**src/radio_fifo_pkg.sv**
```systemverilog
// Operation
// - trigger 0 has 5-bit selector, zero never
// - code 1: read leaving data or first arrival
// - code 2: write leaving space or space freed
// - code 3 on empty, code 4 on full
// - code 5: length equals threshold after write
// - code 6: read while length equals threshold
// - codes 7-10: reset, release, discard, close
// - codes 11-16 never pulse
// - codes 17 upward repeat for transmit fifo
// - trigger 1 selector uses same code list
// - status bits 7 and 3: readable data present
// - status bits 5 and 1: level at or above threshold
// - status bits 4 and 0: fifo full
// - config bit 5: transmit auto frame close
// - config bit 4: transmit auto release
// - config bit 1: receive auto frame close
// - config bit 0: receive auto release
// - receive length register, 8 bits, resets zero
// - 7-bit receive threshold, resets zero
// - accepted write advances pointer modulo 128
// - discard restores write pointer to frame start
package radio_fifo_pkg;

  localparam int PTR_W = 7;
  localparam int SEL_W = 5;
  localparam int ADR_W = 18;

  // register indices; byte address is four times the index
  localparam logic [15:0] IDX_TRIG0_SEL = 16'h61c3;
  localparam logic [15:0] IDX_TRIG1_SEL = 16'h61c4;
  localparam logic [15:0] IDX_FLAGS = 16'h61c5;
  localparam logic [15:0] IDX_POLICY = 16'h61c6;
  localparam logic [15:0] IDX_RX_LEN = 16'h61c8;
  localparam logic [15:0] IDX_RX_THR = 16'h61c9;
  localparam logic [15:0] IDX_TX_LEN = 16'h61d0;
  localparam logic [15:0] IDX_TX_THR = 16'h61d1;

  // policy register fields and reset
  localparam int POL_TX_CLOSE = 5;
  localparam int POL_TX_REL = 4;
  localparam int POL_RX_CLOSE = 1;
  localparam int POL_RX_REL = 0;
  localparam logic [7:0] POLICY_RST = 8'h21;
  localparam logic [SEL_W-1:0] SEL_RST = 5'h00;
  localparam logic [PTR_W-1:0] THR_RST = 7'h00;
  localparam logic [PTR_W-1:0] FULL_LEVEL = 7'h7f;

  // condition codes, low nibble; bit 4 of a selector picks the transmit fifo
  localparam int COND_DATA = 1;
  localparam int COND_SPACE = 2;
  localparam int COND_EMPTY = 3;
  localparam int COND_FULL = 4;
  localparam int COND_THR_WR = 5;
  localparam int COND_THR_RD = 6;
  localparam int COND_RESET = 7;
  localparam int COND_RELEASE = 8;
  localparam int COND_DISCARD = 9;
  localparam int COND_CLOSE = 10;

  typedef struct packed {
    logic [PTR_W-1:0] wr;
    logic [PTR_W-1:0] rd;
    logic [PTR_W-1:0] frame_wr;
    logic [PTR_W-1:0] frame_rd;
  } fifo_ptr_type;

  typedef struct packed {
    logic wr;
    logic rd;
    logic clear;
    logic release_cmd;
    logic discard;
    logic close;
  } fifo_op_type;

endpackage : radio_fifo_pkg

```
**src/radio_fifo_status_dma_trigger.sv**
```systemverilog
`timescale 1ns/1ps
module radio_fifo_status_dma_trigger (
  input wire logic clk_i, // system clock, 20 MHz
  input wire logic rst_i, // synchronous reset, active high
  input wire logic ce_i, // clock enable, freezes all state when low
  input wire logic cyc_i, // wishbone cycle
  input wire logic stb_i, // wishbone strobe
  input wire logic we_i, // wishbone write enable
  input wire logic [radio_fifo_pkg::ADR_W-1:0] adr_i, // wishbone byte address
  input wire logic [3:0] sel_i, // wishbone byte selects
  input wire logic [31:0] dat_i, // wishbone write data
  output logic [31:0] dat_o, // wishbone read data
  output logic ack_o, // wishbone acknowledge
  input wire radio_fifo_pkg::fifo_op_type rx_op_i, // receive fifo operations
  input wire radio_fifo_pkg::fifo_op_type tx_op_i, // transmit fifo operations
  output logic rx_wr_accept_o, // receive write would be accepted
  output logic rx_rd_accept_o, // receive read would be accepted
  output logic tx_wr_accept_o, // transmit write would be accepted
  output logic tx_rd_accept_o, // transmit read would be accepted
  output logic dma_trig0_o, // radio dma trigger 0 pulse
  output logic dma_trig1_o // radio dma trigger 1 pulse
);
  import radio_fifo_pkg::*;

  // bytes allocated: from frame read start up to the write pointer
  function automatic logic [7:0] fill_len(input fifo_ptr_type s);
    fill_len = {1'b0, s.wr - s.frame_rd};
  endfunction : fill_len

  // bytes readable: only closed frames are visible to the reader
  function automatic logic readable(input fifo_ptr_type s);
    readable = (s.frame_wr != s.rd);
  endfunction : readable

  function automatic logic is_full(input fifo_ptr_type s);
    is_full = (s.wr - s.frame_rd) == FULL_LEVEL;
  endfunction : is_full

  // one cycle of pointer movement; clear wins over everything else
  function automatic fifo_ptr_type fifo_next(input fifo_ptr_type s, input fifo_op_type op,
                                             input logic auto_close, input logic auto_rel);
    fifo_ptr_type n;
    n = s;
    if (op.clear)
    begin
      n = '0;
    end
    else
    begin
      if (op.wr && !is_full(s))
      begin
        n.wr = s.wr + 7'h01;
      end
      if (op.rd && readable(s))
      begin
        n.rd = s.rd + 7'h01;
      end
      if (op.discard)
      begin
        n.wr = s.frame_wr;
      end
      if (op.close || auto_close)
      begin
        n.frame_wr = n.wr;
      end
      if (op.release_cmd || auto_rel)
      begin
        n.frame_rd = n.rd;
      end
    end
    fifo_next = n;
  endfunction : fifo_next

  // events of one cycle, indexed by the low nibble of a condition code
  function automatic logic [15:0] fifo_conds(input fifo_ptr_type s, input fifo_ptr_type n,
                                             input fifo_op_type op, input logic [PTR_W-1:0] thr);
    logic [15:0] c;
    logic wr_ok;
    logic rd_ok;
    c = '0;
    wr_ok = op.wr && !is_full(s) && !op.clear;
    rd_ok = op.rd && readable(s) && !op.clear;
    c[COND_DATA] = (rd_ok && readable(n)) || (wr_ok && fill_len(s) == 8'h00);
    c[COND_SPACE] = (wr_ok && !is_full(n)) || (is_full(s) && !is_full(n));
    c[COND_EMPTY] = (fill_len(n) == 8'h00) && (fill_len(s) != 8'h00);
    c[COND_FULL] = is_full(n) && !is_full(s);
    c[COND_THR_WR] = wr_ok && (fill_len(n) == {1'b0, thr});
    c[COND_THR_RD] = rd_ok && (fill_len(s) == {1'b0, thr});
    c[COND_RESET] = op.clear;
    c[COND_RELEASE] = op.release_cmd && !op.clear;
    c[COND_DISCARD] = op.discard && !op.clear;
    c[COND_CLOSE] = op.close && !op.clear;
    fifo_conds = c; // codes 0 and 11-15 stay zero
  endfunction : fifo_conds

  fifo_ptr_type rx_ptr;
  fifo_ptr_type tx_ptr;
  logic [SEL_W-1:0] trig0_condition;
  logic [SEL_W-1:0] trig1_condition;
  logic [7:0] fifo_pointer_policy;
  logic [PTR_W-1:0] rx_fill_threshold;
  logic [PTR_W-1:0] tx_fill_threshold;
  logic ack;
  logic [31:0] rdata;

  // bus decode
  wire logic [15:0] word_idx = adr_i[ADR_W-1:2];
  wire logic req = cyc_i && stb_i;
  wire logic wr_take = req && we_i && ack && sel_i[0];
  wire logic hit_trig0 = word_idx == IDX_TRIG0_SEL;
  wire logic hit_trig1 = word_idx == IDX_TRIG1_SEL;
  wire logic hit_flags = word_idx == IDX_FLAGS;
  wire logic hit_policy = word_idx == IDX_POLICY;
  wire logic hit_rx_len = word_idx == IDX_RX_LEN;
  wire logic hit_rx_thr = word_idx == IDX_RX_THR;
  wire logic hit_tx_len = word_idx == IDX_TX_LEN;
  wire logic hit_tx_thr = word_idx == IDX_TX_THR;

  // status flags from current pointers
  wire logic rx_empty_flag = fill_len(rx_ptr) == 8'h00;
  wire logic tx_empty_flag = fill_len(tx_ptr) == 8'h00;
  wire logic rx_readable = readable(rx_ptr);
  wire logic tx_readable = readable(tx_ptr);
  wire logic rx_full_flag = is_full(rx_ptr);
  wire logic tx_full_flag = is_full(tx_ptr);
  wire logic rx_level_reached = fill_len(rx_ptr) >= {1'b0, rx_fill_threshold};
  wire logic tx_level_reached = fill_len(tx_ptr) >= {1'b0, tx_fill_threshold};
  wire logic [7:0] fifo_flags = {tx_readable, tx_empty_flag, tx_level_reached, tx_full_flag,
                                 rx_readable, rx_empty_flag, rx_level_reached,
                                 rx_full_flag};

  wire logic [7:0] rx_fill_length = fill_len(rx_ptr);
  wire logic [7:0] tx_fill_length = fill_len(tx_ptr);

  // policy reserved bits are masked at write time, so the register reads back as held
  wire logic [7:0] rd_byte =
    hit_trig0 ? {3'h0, trig0_condition} :
    hit_trig1 ? {3'h0, trig1_condition} :
    hit_flags ? fifo_flags :
    hit_policy ? fifo_pointer_policy :
    hit_rx_len ? rx_fill_length :
    hit_rx_thr ? {1'b0, rx_fill_threshold} :
    hit_tx_len ? tx_fill_length :
    hit_tx_thr ? {1'b0, tx_fill_threshold} :
    8'h00; // unmapped and reserved bits read zero

  // next pointers and events
  wire logic rx_auto_frame_close = fifo_pointer_policy[POL_RX_CLOSE];
  wire logic rx_auto_release = fifo_pointer_policy[POL_RX_REL];
  wire logic tx_auto_frame_close = fifo_pointer_policy[POL_TX_CLOSE];
  wire logic tx_auto_release = fifo_pointer_policy[POL_TX_REL];
  wire fifo_ptr_type next_rx_ptr = fifo_next(rx_ptr, rx_op_i, rx_auto_frame_close,
                                             rx_auto_release);
  wire fifo_ptr_type next_tx_ptr = fifo_next(tx_ptr, tx_op_i, tx_auto_frame_close,
                                             tx_auto_release);
  wire logic [15:0] rx_conds = fifo_conds(rx_ptr, next_rx_ptr, rx_op_i, rx_fill_threshold);
  wire logic [15:0] tx_conds = fifo_conds(tx_ptr, next_tx_ptr, tx_op_i, tx_fill_threshold);
  // bit 4 of the selector moves the same list to the transmit fifo
  wire logic [31:0] all_conds = {tx_conds, rx_conds};
  wire logic next_trig0 = all_conds[trig0_condition];
  wire logic next_trig1 = all_conds[trig1_condition];

  assign rx_wr_accept_o = !rx_full_flag;
  assign rx_rd_accept_o = rx_readable;
  assign tx_wr_accept_o = !tx_full_flag;
  assign tx_rd_accept_o = tx_readable;
  assign ack_o = ack;
  assign dat_o = rdata;

  // a held request is answered on every other edge; each edge between drops ack and lands any write
  wire logic bus_take = req && !ack;
  // one strobe per writable register; a write lands on the edge where ack is sampled
  wire logic wr_trig0 = wr_take && hit_trig0;
  wire logic wr_trig1 = wr_take && hit_trig1;
  wire logic wr_policy = wr_take && hit_policy;
  wire logic wr_rx_thr = wr_take && hit_rx_thr;
  wire logic wr_tx_thr = wr_take && hit_tx_thr;

  // wishbone: ack one cycle after the request, dropped the cycle after
  always_ff @(posedge clk_i)
  begin
    if (rst_i)
    begin
      ack <= 1'b0;
    end
    else if (ce_i)
    begin
      ack <= bus_take;
    end
  end

  // read data is taken with the request and stands until the next one
  always_ff @(posedge clk_i)
  begin
    if (rst_i)
    begin
      rdata <= 32'h0000_0000;
    end
    else if (ce_i && bus_take)
    begin
      rdata <= {24'h00_0000, rd_byte};
    end
  end

  // software registers, one short block each
  always_ff @(posedge clk_i)
  begin
    if (rst_i)
    begin
      trig0_condition <= SEL_RST;
    end
    else if (ce_i && wr_trig0)
    begin
      trig0_condition <= dat_i[SEL_W-1:0];
    end
  end

  always_ff @(posedge clk_i)
  begin
    if (rst_i)
    begin
      trig1_condition <= SEL_RST;
    end
    else if (ce_i && wr_trig1)
    begin
      trig1_condition <= dat_i[SEL_W-1:0];
    end
  end

  // reserved bits never store, which keeps the read path a plain register
  always_ff @(posedge clk_i)
  begin
    if (rst_i)
    begin
      fifo_pointer_policy <= POLICY_RST;
    end
    else if (ce_i && wr_policy)
    begin
      fifo_pointer_policy <= dat_i[7:0] & 8'h33;
    end
  end

  always_ff @(posedge clk_i)
  begin
    if (rst_i)
    begin
      rx_fill_threshold <= THR_RST;
    end
    else if (ce_i && wr_rx_thr)
    begin
      rx_fill_threshold <= dat_i[PTR_W-1:0];
    end
  end

  always_ff @(posedge clk_i)
  begin
    if (rst_i)
    begin
      tx_fill_threshold <= THR_RST;
    end
    else if (ce_i && wr_tx_thr)
    begin
      tx_fill_threshold <= dat_i[PTR_W-1:0];
    end
  end

  // pointers move on every enabled edge; a refused operation leaves them as they are
  always_ff @(posedge clk_i)
  begin
    if (rst_i)
    begin
      rx_ptr <= '0;
    end
    else if (ce_i)
    begin
      rx_ptr <= next_rx_ptr;
    end
  end

  always_ff @(posedge clk_i)
  begin
    if (rst_i)
    begin
      tx_ptr <= '0;
    end
    else if (ce_i)
    begin
      tx_ptr <= next_tx_ptr;
    end
  end

  // triggers are registered so each pulse is one clean clock wide, at the cost of one cycle
  always_ff @(posedge clk_i)
  begin
    if (rst_i)
    begin
      dma_trig0_o <= 1'b0;
      dma_trig1_o <= 1'b0;
    end
    else if (ce_i)
    begin
      dma_trig0_o <= next_trig0;
      dma_trig1_o <= next_trig1;
    end
  end

endmodule : radio_fifo_status_dma_trigger

```
**config.mk**
```make
export PLATFORM = sky130hd
export DESIGN_NAME = radio_fifo_status_dma_trigger
export DESIGN_NICKNAME = d
export VERILOG_FILES = /design/src/radio_fifo_pkg.sv /design/src/radio_fifo_status_dma_trigger.sv
export SDC_FILE = /design/constraint.sdc
export NUM_CORES = 1
export LEC_CHECK = 0
export ABC_AREA = 1
export BUFFER_PORTS_ARGS = -buffer_cell sky130_fd_sc_hd__buf_4
export CAP_MARGIN = 20
export CORE_MARGIN = 2
export CORE_UTILIZATION = 46
export DETAILED_ROUTE_END_ITERATION = 8
export HOLD_SLACK_MARGIN = 0.15
export PLACE_DENSITY = 0.62
export SKIP_LAST_GASP = 1
export SLEW_MARGIN = 25
export SYNTH_ARGS = -nofsm -noshare
export SYNTH_HDL_FRONTEND = slang
export SYNTH_SLANG_ARGS = --single-unit
```
**constraint.sdc**
```tcl
create_clock -name clk_i -period 6.93 [get_ports clk_i]
set_input_delay 0.693 -clock clk_i [delete_from_list [all_inputs] [get_ports clk_i]]
set_output_delay 0.693 -clock clk_i [all_outputs]
set_load 0.05 [all_outputs]
```
==> impl_metrics.json, run 1 <==
{
  "numCtsBuffers": 9,
  "synth-main-ff-cell": "dfxtp_1",
  "seq_area_frac_synth_pct": 23.4,
  "dieHeight_um": 137,
  "ys_types": 50,
  "drv_slew": 0,
  "post_drt_wl_per_cell_um": 15.2,
  "cp-end-kind": "flip-flop",
  "routabilityCongestion": 0.906,
  "ant_nets": 0,
  "io_pins": 111,
  "max-vdd-ir-drop_mv": 0.117,
  "clockRootBuffer": "clkbuf_16",
  "nFillCells": 1843,
  "worst_slew_margin_rel_pct": 37.0,
  "multiInputGateArea_um2": 5310,
  "regArea_um2": 1900,
  "synth_area_um2": 8140,
  "max_stage_delay_ns": 0.51,
  "grt_pass1_vias": 7409,
  "cts_resized": 0,
  "area_delta_synth_final_pct": 9.62,
  "post-place-ws_ns": 1.58,
  "die_x_um": 137,
  "yosysWarnings": 0,
  "grt_max_degree": 105,
  "antenna_cells": 0,
  "hold_viol_final": 0,
  "nets": 1467,
  "post_cts.repair.setup_buffers": 0,
  "grt_use_total_pct": 26.0,
  "cts_tree": "built",
  "post-route-period-util_pct": 78.1,
  "async_flop_share_pct": 0,
  "fmax_ghz": 0.185,
  "routed_wirelength_mm": 24.0,
  "drt_iter0_drc": 595,
  "hold_path_class": "reg -> reg",
  "cp.required_ns": 7.22,
  "initial_core_util_pct": 47.1,
  "firstDrtPassIters": 5,
  "drive_above_1_share_pct": 8.64,
  "critPathSlowestCell": "fa_1",
  "postCtsHoldBufs": 0,
  "drc": 0,
  "holdCritStartpoint": "dat_o[5]",
  "setup-tns-final_ns": 0,
  "cts_buffer_depth": 2,
  "antenna_found_initial": 0,
  "insertion_delay_ns": 0.36,
  "finalSetupViolations": 0,
  "htreeDepth": 3,
  "critical_path_arrival_ns": 5.70,
  "min_period_ns": 5.41,
  "status": "completed",
  "fp.coreArea_um2": 17300,
  "syn_area_per_cell_um2": 6.16,
  "synth-seq-cells": 95,
  "cp-start-kind": "flip-flop",
  "startpoint": "tx_ptr[21]",
  "fp-row-count": 48,
  "p_leak_nw": 4.13,
  "crit_fanout": 12,
  "tightest_slew_ns": 0.936,
  "placed_area_um2": 8600,
  "cap_violations": 0,
  "fin_skew_ns": 0.00888,
  "synthCells": 1321,
  "design_area_um2": 8920,
  "vias_per_cell": 5.34,
  "p_per_area_nw_per_um2": 185,
  "reg2reg_from": "tx_ptr[21]",
  "finalWorstSetupSlack_ns": 1.52,
  "clk_pin_slew_ns": 0.07,
  "clock-sinks": 95,
  "dieArea_um2": 18800,
  "rsz0062_at_grt": "no",
  "crit_type": "reg -> reg",
  "grt_pass1_wl_mm": 38.2,
  "place.port_buffers": 56,
  "grt_overflow": 0,
  "via_count": 8428,
  "synth_edf_count": 0,
  "dp_hpwl_mm": 18.5
}
==> cell type report <==
class	count	share of cell area (%)
multi-input combinational	1007	59.5
sequential	95	21.3
inverter	177	7.45
timing repair buffer	59	4.96
tap	225	3.16
clock buffer	11	2.72
clock inverter	5	0.912
==> report_power, final <==
group          switching (mW)  total, mW  internal, mW
clock                   0.232      0.558         0.327
sequential             0.0225      0.589         0.566
combinational           0.339      0.507         0.168
total                   0.593       1.65          1.06
==> logic make-up (layout without fill, tap and decap cells) <==
group           count (synthesis)  in the layout  share of synthesized area [%]
buf+inv                       242            252                           12.5
compound gates                278            278                           18.5
other cells                     1             24                         0.0461
fa+ha+maj                      46             46                           7.44
xor+xnor                       45             45                           4.93
mux                             2              2                          0.261
simple gates                  612            612                           33.0
flops                          95             95                           23.4
==> metal layers <==
metal,vias up,track usage (%),routed length (µm)
li1,4364,-,-
met1,3763,37.7,11800
met2,261,38.9,10000
met3,40,3.59,1590
met4,0,9.68,651
met5,-,0,0
==> state kept, by name, indices dropped and copies added, names as in the netlist, 4 cells and up <==
| register | count |
|---|---|
| rx_fill_threshold | 7 |
| tx_fill_threshold | 7 |
| fifo_pointer_policy | 4 |
| rx_ptr | 28 |
| tx_ptr | 28 |
| trig0_condition | 5 |
| dat_o | 8 |
| trig1_condition | 5 |
==> cells in the mapped netlist (3+ instances only) <==
cell type | instances | area (µm²)
nor2_1 | 93 | 349
nand4_1 | 24 | 150
a211oi_1 | 14 | 105
nand3_2 | 5 | 50.1
o22ai_1 | 3 | 18.8
o211ai_1 | 4 | 30.0
nand3_1 | 87 | 435
xnor2_1 | 16 | 140
xor2_1 | 28 | 245
inv_2 | 5 | 18.8
or2_2 | 6 | 37.5
clkinv_1 | 4 | 15.0
ha_1 | 42 | 526
nand2_2 | 16 | 100
o2111ai_1 | 6 | 52.6
clkbuf_1 | 35 | 131
dfxtp_1 | 95 | 1900
inv_1 | 168 | 631
fa_1 | 4 | 80.1
buf_4 | 24 | 180
nor3_1 | 23 | 115
nor4_1 | 9 | 56.3
o21ai_0 | 100 | 500
nand2_1 | 337 | 1260
a21oi_1 | 138 | 691
==> worst max-delay path: cells and delay by family (launching register included) <==
kind	cells	cell delay (ns)
DFF	1	0.35
AOI/OAI and AO/OA	4	0.57
adders and majority gates	4	1.39
buffers and inverters	4	0.36
and+or+nand+nor	17	2.65
==> final timing paths <==
path                 end  slack [ns]  cells past startpoint
min reg2reg     dat_o[5]        0.47                      2
min             dat_o[5]        0.47                      2
max reg2reg  dma_trig1_o        1.52                     29
max          dma_trig1_o        1.52                     29
==> cells in the final DEF (no fill, tap or decap), types with 9 or more instances in the layout <==
master	count
nor3_1	23
conb_1	24
xnor2_1	16
nand3_1	87
clkbuf_16	9
a21oi_1	138
buf_4	59
o21ai_0	100
dfxtp_1	95
nor2_1	93
ha_1	42
inv_1	168
nand2_1	337
nand4_1	24
xor2_1	28
a211oi_1	14
nor4_1	9
nand2_2	16
==> stage by stage <==
step / hold slack [ns] / cells / power (mW) / utilization [%]
final: 0.466 / 1579 / 1.65 / 51.6
after global routing: 0.486 / 1579 / 1.75 / 51.6
after CTS: 0.468 / 1579 / 1.66 / 51.6
after floorplan: 0.437 / 1344 / 0.992 / -
after detailed placement: 0.457 / 1563 / 1.10 / 49.7
after global placement: 0.455 / 1563 / 1.10 / 49.7
Power figures use the tool's default switching activity.
==> inputs of run 2 (changes only) <==
==> constraint.sdc (replaced) <==
create_clock -name clk_i -period 5.4 [get_ports clk_i]
set_input_delay 0.54 -clock clk_i [delete_from_list [all_inputs] [get_ports clk_i]]
set_output_delay 0.54 -clock clk_i [all_outputs]
set_load 0.05 [all_outputs]
==> impl_metrics.json, run 2 (synthesis results as in run 1) <==
{
  "hold_end": "rx_fill_threshold[6]",
  "place.port_buffers": 56,
  "htreeDepth": 3,
  "status": "completed",
  "crit_fanout": 7,
  "min_period_ns": 4.97,
  "ff2ff_path_depth": 29,
  "fmax_ghz": 0.201,
  "nets": 1472,
  "fp-row-count": 48,
  "fp.coreArea_um2": 17300,
  "cp.required_ns": 5.69,
  "routed_wirelength_mm": 24.4,
  "clockRootBuffer": "clkbuf_16",
  "io_pins": 111,
  "area_delta_synth_final_pct": 10.3,
  "r2r-end": "dma_trig1_o",
  "vias_per_cell": 5.34,
  "firstDrtPassIters": 5,
  "dp_hpwl_mm": 18.6,
  "post-route-period-util_pct": 92.1,
  "finalSetupViolations": 0,
  "rsz0062_at_grt": "yes",
  "drive_above_1_share_pct": 9.42,
  "cts_tree": "built",
  "p_leak_nw": 4.14,
  "drv_slew": 0,
  "finalWorstSetupSlack_ns": 0.427,
  "insertion_delay_ns": 0.36,
  "ant_nets": 0,
  "cp-end-kind": "flip-flop",
  "reg2reg_from": "tx_ptr[21]",
  "crit_type": "reg -> reg",
  "final_cell_mix": "337 x nand2_1, 168 x inv_1, 138 x a21oi_1",
  "crit_family": "simple AND/OR/NAND/NOR gates",
  "critPathSlowestCell": "fa_1",
  "max-vdd-ir-drop_mv": 0.152,
  "antenna_cells": 0,
  "post-place-ws_ns": 0.424,
  "path_buf_inv": 4,
  "p_per_area_nw_per_um2": 232,
  "holdCritStartpoint": "dat_i[6]",
  "drt_iter0_drc": 585,
  "critical_path_depth": 29,
  "postCtsHoldBufs": 0,
  "via_count": 8453,
  "grt_overflow": 0,
  "drc": 0,
  "fin_skew_ns": 0.00974,
  "tightest_slew_ns": 0.970,
  "antenna_found_initial": 0,
  "initial_core_util_pct": 47.1,
  "grt_pass1_wl_mm": 39.0,
  "max_stage_delay_ns": 0.51,
  "die_x_um": 137,
  "cp-start-kind": "flip-flop",
  "critical_path_arrival_ns": 5.26,
  "whs_ns": 0.454,
  "rrSetupSlack_ns": 0.43,
  "grt_pass1_vias": 7469,
  "clk_pin_slew_ns": 0.07,
  "numCtsBuffers": 9,
  "worst_slew_margin_rel_pct": 34.8,
  "grt_max_degree": 104,
  "hold_path_class": "in -> reg",
  "cap_violations": 0,
  "routabilityCongestion": 0.901,
  "dieHeight_um": 137,
  "hold_viol_final": 0,
  "post_drt_wl_per_cell_um": 15.4,
  "min_path_cells": 3,
  "layout_commonest_cell": "nand2_1",
  "grt_use_total_pct": 26.5,
  "clock-sinks": 95,
  "dieArea_um2": 18800,
  "cts_buffer_depth": 2
}
## run 2: cell count changes in the layout (fill, tap and decap cells not counted), sizes merged
cell	before	now
buf	59	64
inv	173	177
bufinv	2	0
clkbuf	11	10
clkinv	6	5
## run 2: layer usage
metal / global-route usage, % / vias up / routed length, µm
met4: 11.7 / 0 / 838
met2: 38.4 / 319 / 9950
met5: 0 / - / 0
met3: 3.15 / 47 / 1760
li1: - / 4368 / -
met1: 39.2 / 3719 / 11900
## run 2: worst reg2reg max path, delay by kind of cell (launching register included)
| kind | cells | cell delay (ns) |
|---|---|---|
| and+or+nand+nor | 17 | 2.28 |
| buffers and inverters | 4 | 0.34 |
| adders and majority gates | 4 | 1.36 |
| AOI/OAI and AO/OA | 4 | 0.56 |
| DFF | 1 | 0.36 |
## run 2: cell type report
class	instances	area, µm²
clock inverters	6	50.0
multi-input cells	1007	5360
flip-flops and latches	95	1900
inverters	177	664
repair buffers	64	480
well taps	225	282
fillers	1812	8320
clock buffers	10	239
## run 2: worst max-delay path by stage
stage | startpoint | end | slack (ns)
after floorplan | tx_ptr[21] | dma_trig0_o | 1.09
after global placement | tx_ptr[21] | dma_trig1_o | 0.42
after detailed placement | tx_ptr[21] | dma_trig1_o | 0.42
after CTS | tx_ptr[21] | dma_trig1_o | 0.38
after global routing | tx_ptr[21] | dma_trig1_o | -0.06
final | tx_ptr[21] | dma_trig1_o | 0.43
## run 2: per-stage QoR
| stage | instance area (µm²) | util, % | total power [mW] | setup TNS (ns) | cells |
|---|---|---|---|---|---|
| after floorplan | 8230 | - | 1.27 | 0 | 1344 |
| after global routing | 8970 | 51.9 | 2.20 | -0.0686 | 1584 |
| after detailed placement | 8630 | 49.9 | 1.42 | 0 | 1567 |
| after CTS | 8920 | 51.6 | 2.07 | 0 | 1583 |
| after global placement | 8630 | 49.9 | 1.41 | 0 | 1567 |
| final | 8970 | 51.9 | 2.08 | 0 | 1584 |
## run 2: timing repair
action | 4_1_cts | 5_1_grt
gates resized for setup | 0 | 10
setup endpoints to repair | 0 | 2
setup buffers | 0 | 1
## run 2: power breakdown
| group | total [mW] | internal, mW | switching (mW) |
|---|---|---|---|
| Combinational | 0.673 | 0.224 | 0.449 |
| Sequential | 0.755 | 0.726 | 0.0287 |
| Clock | 0.654 | 0.333 | 0.321 |
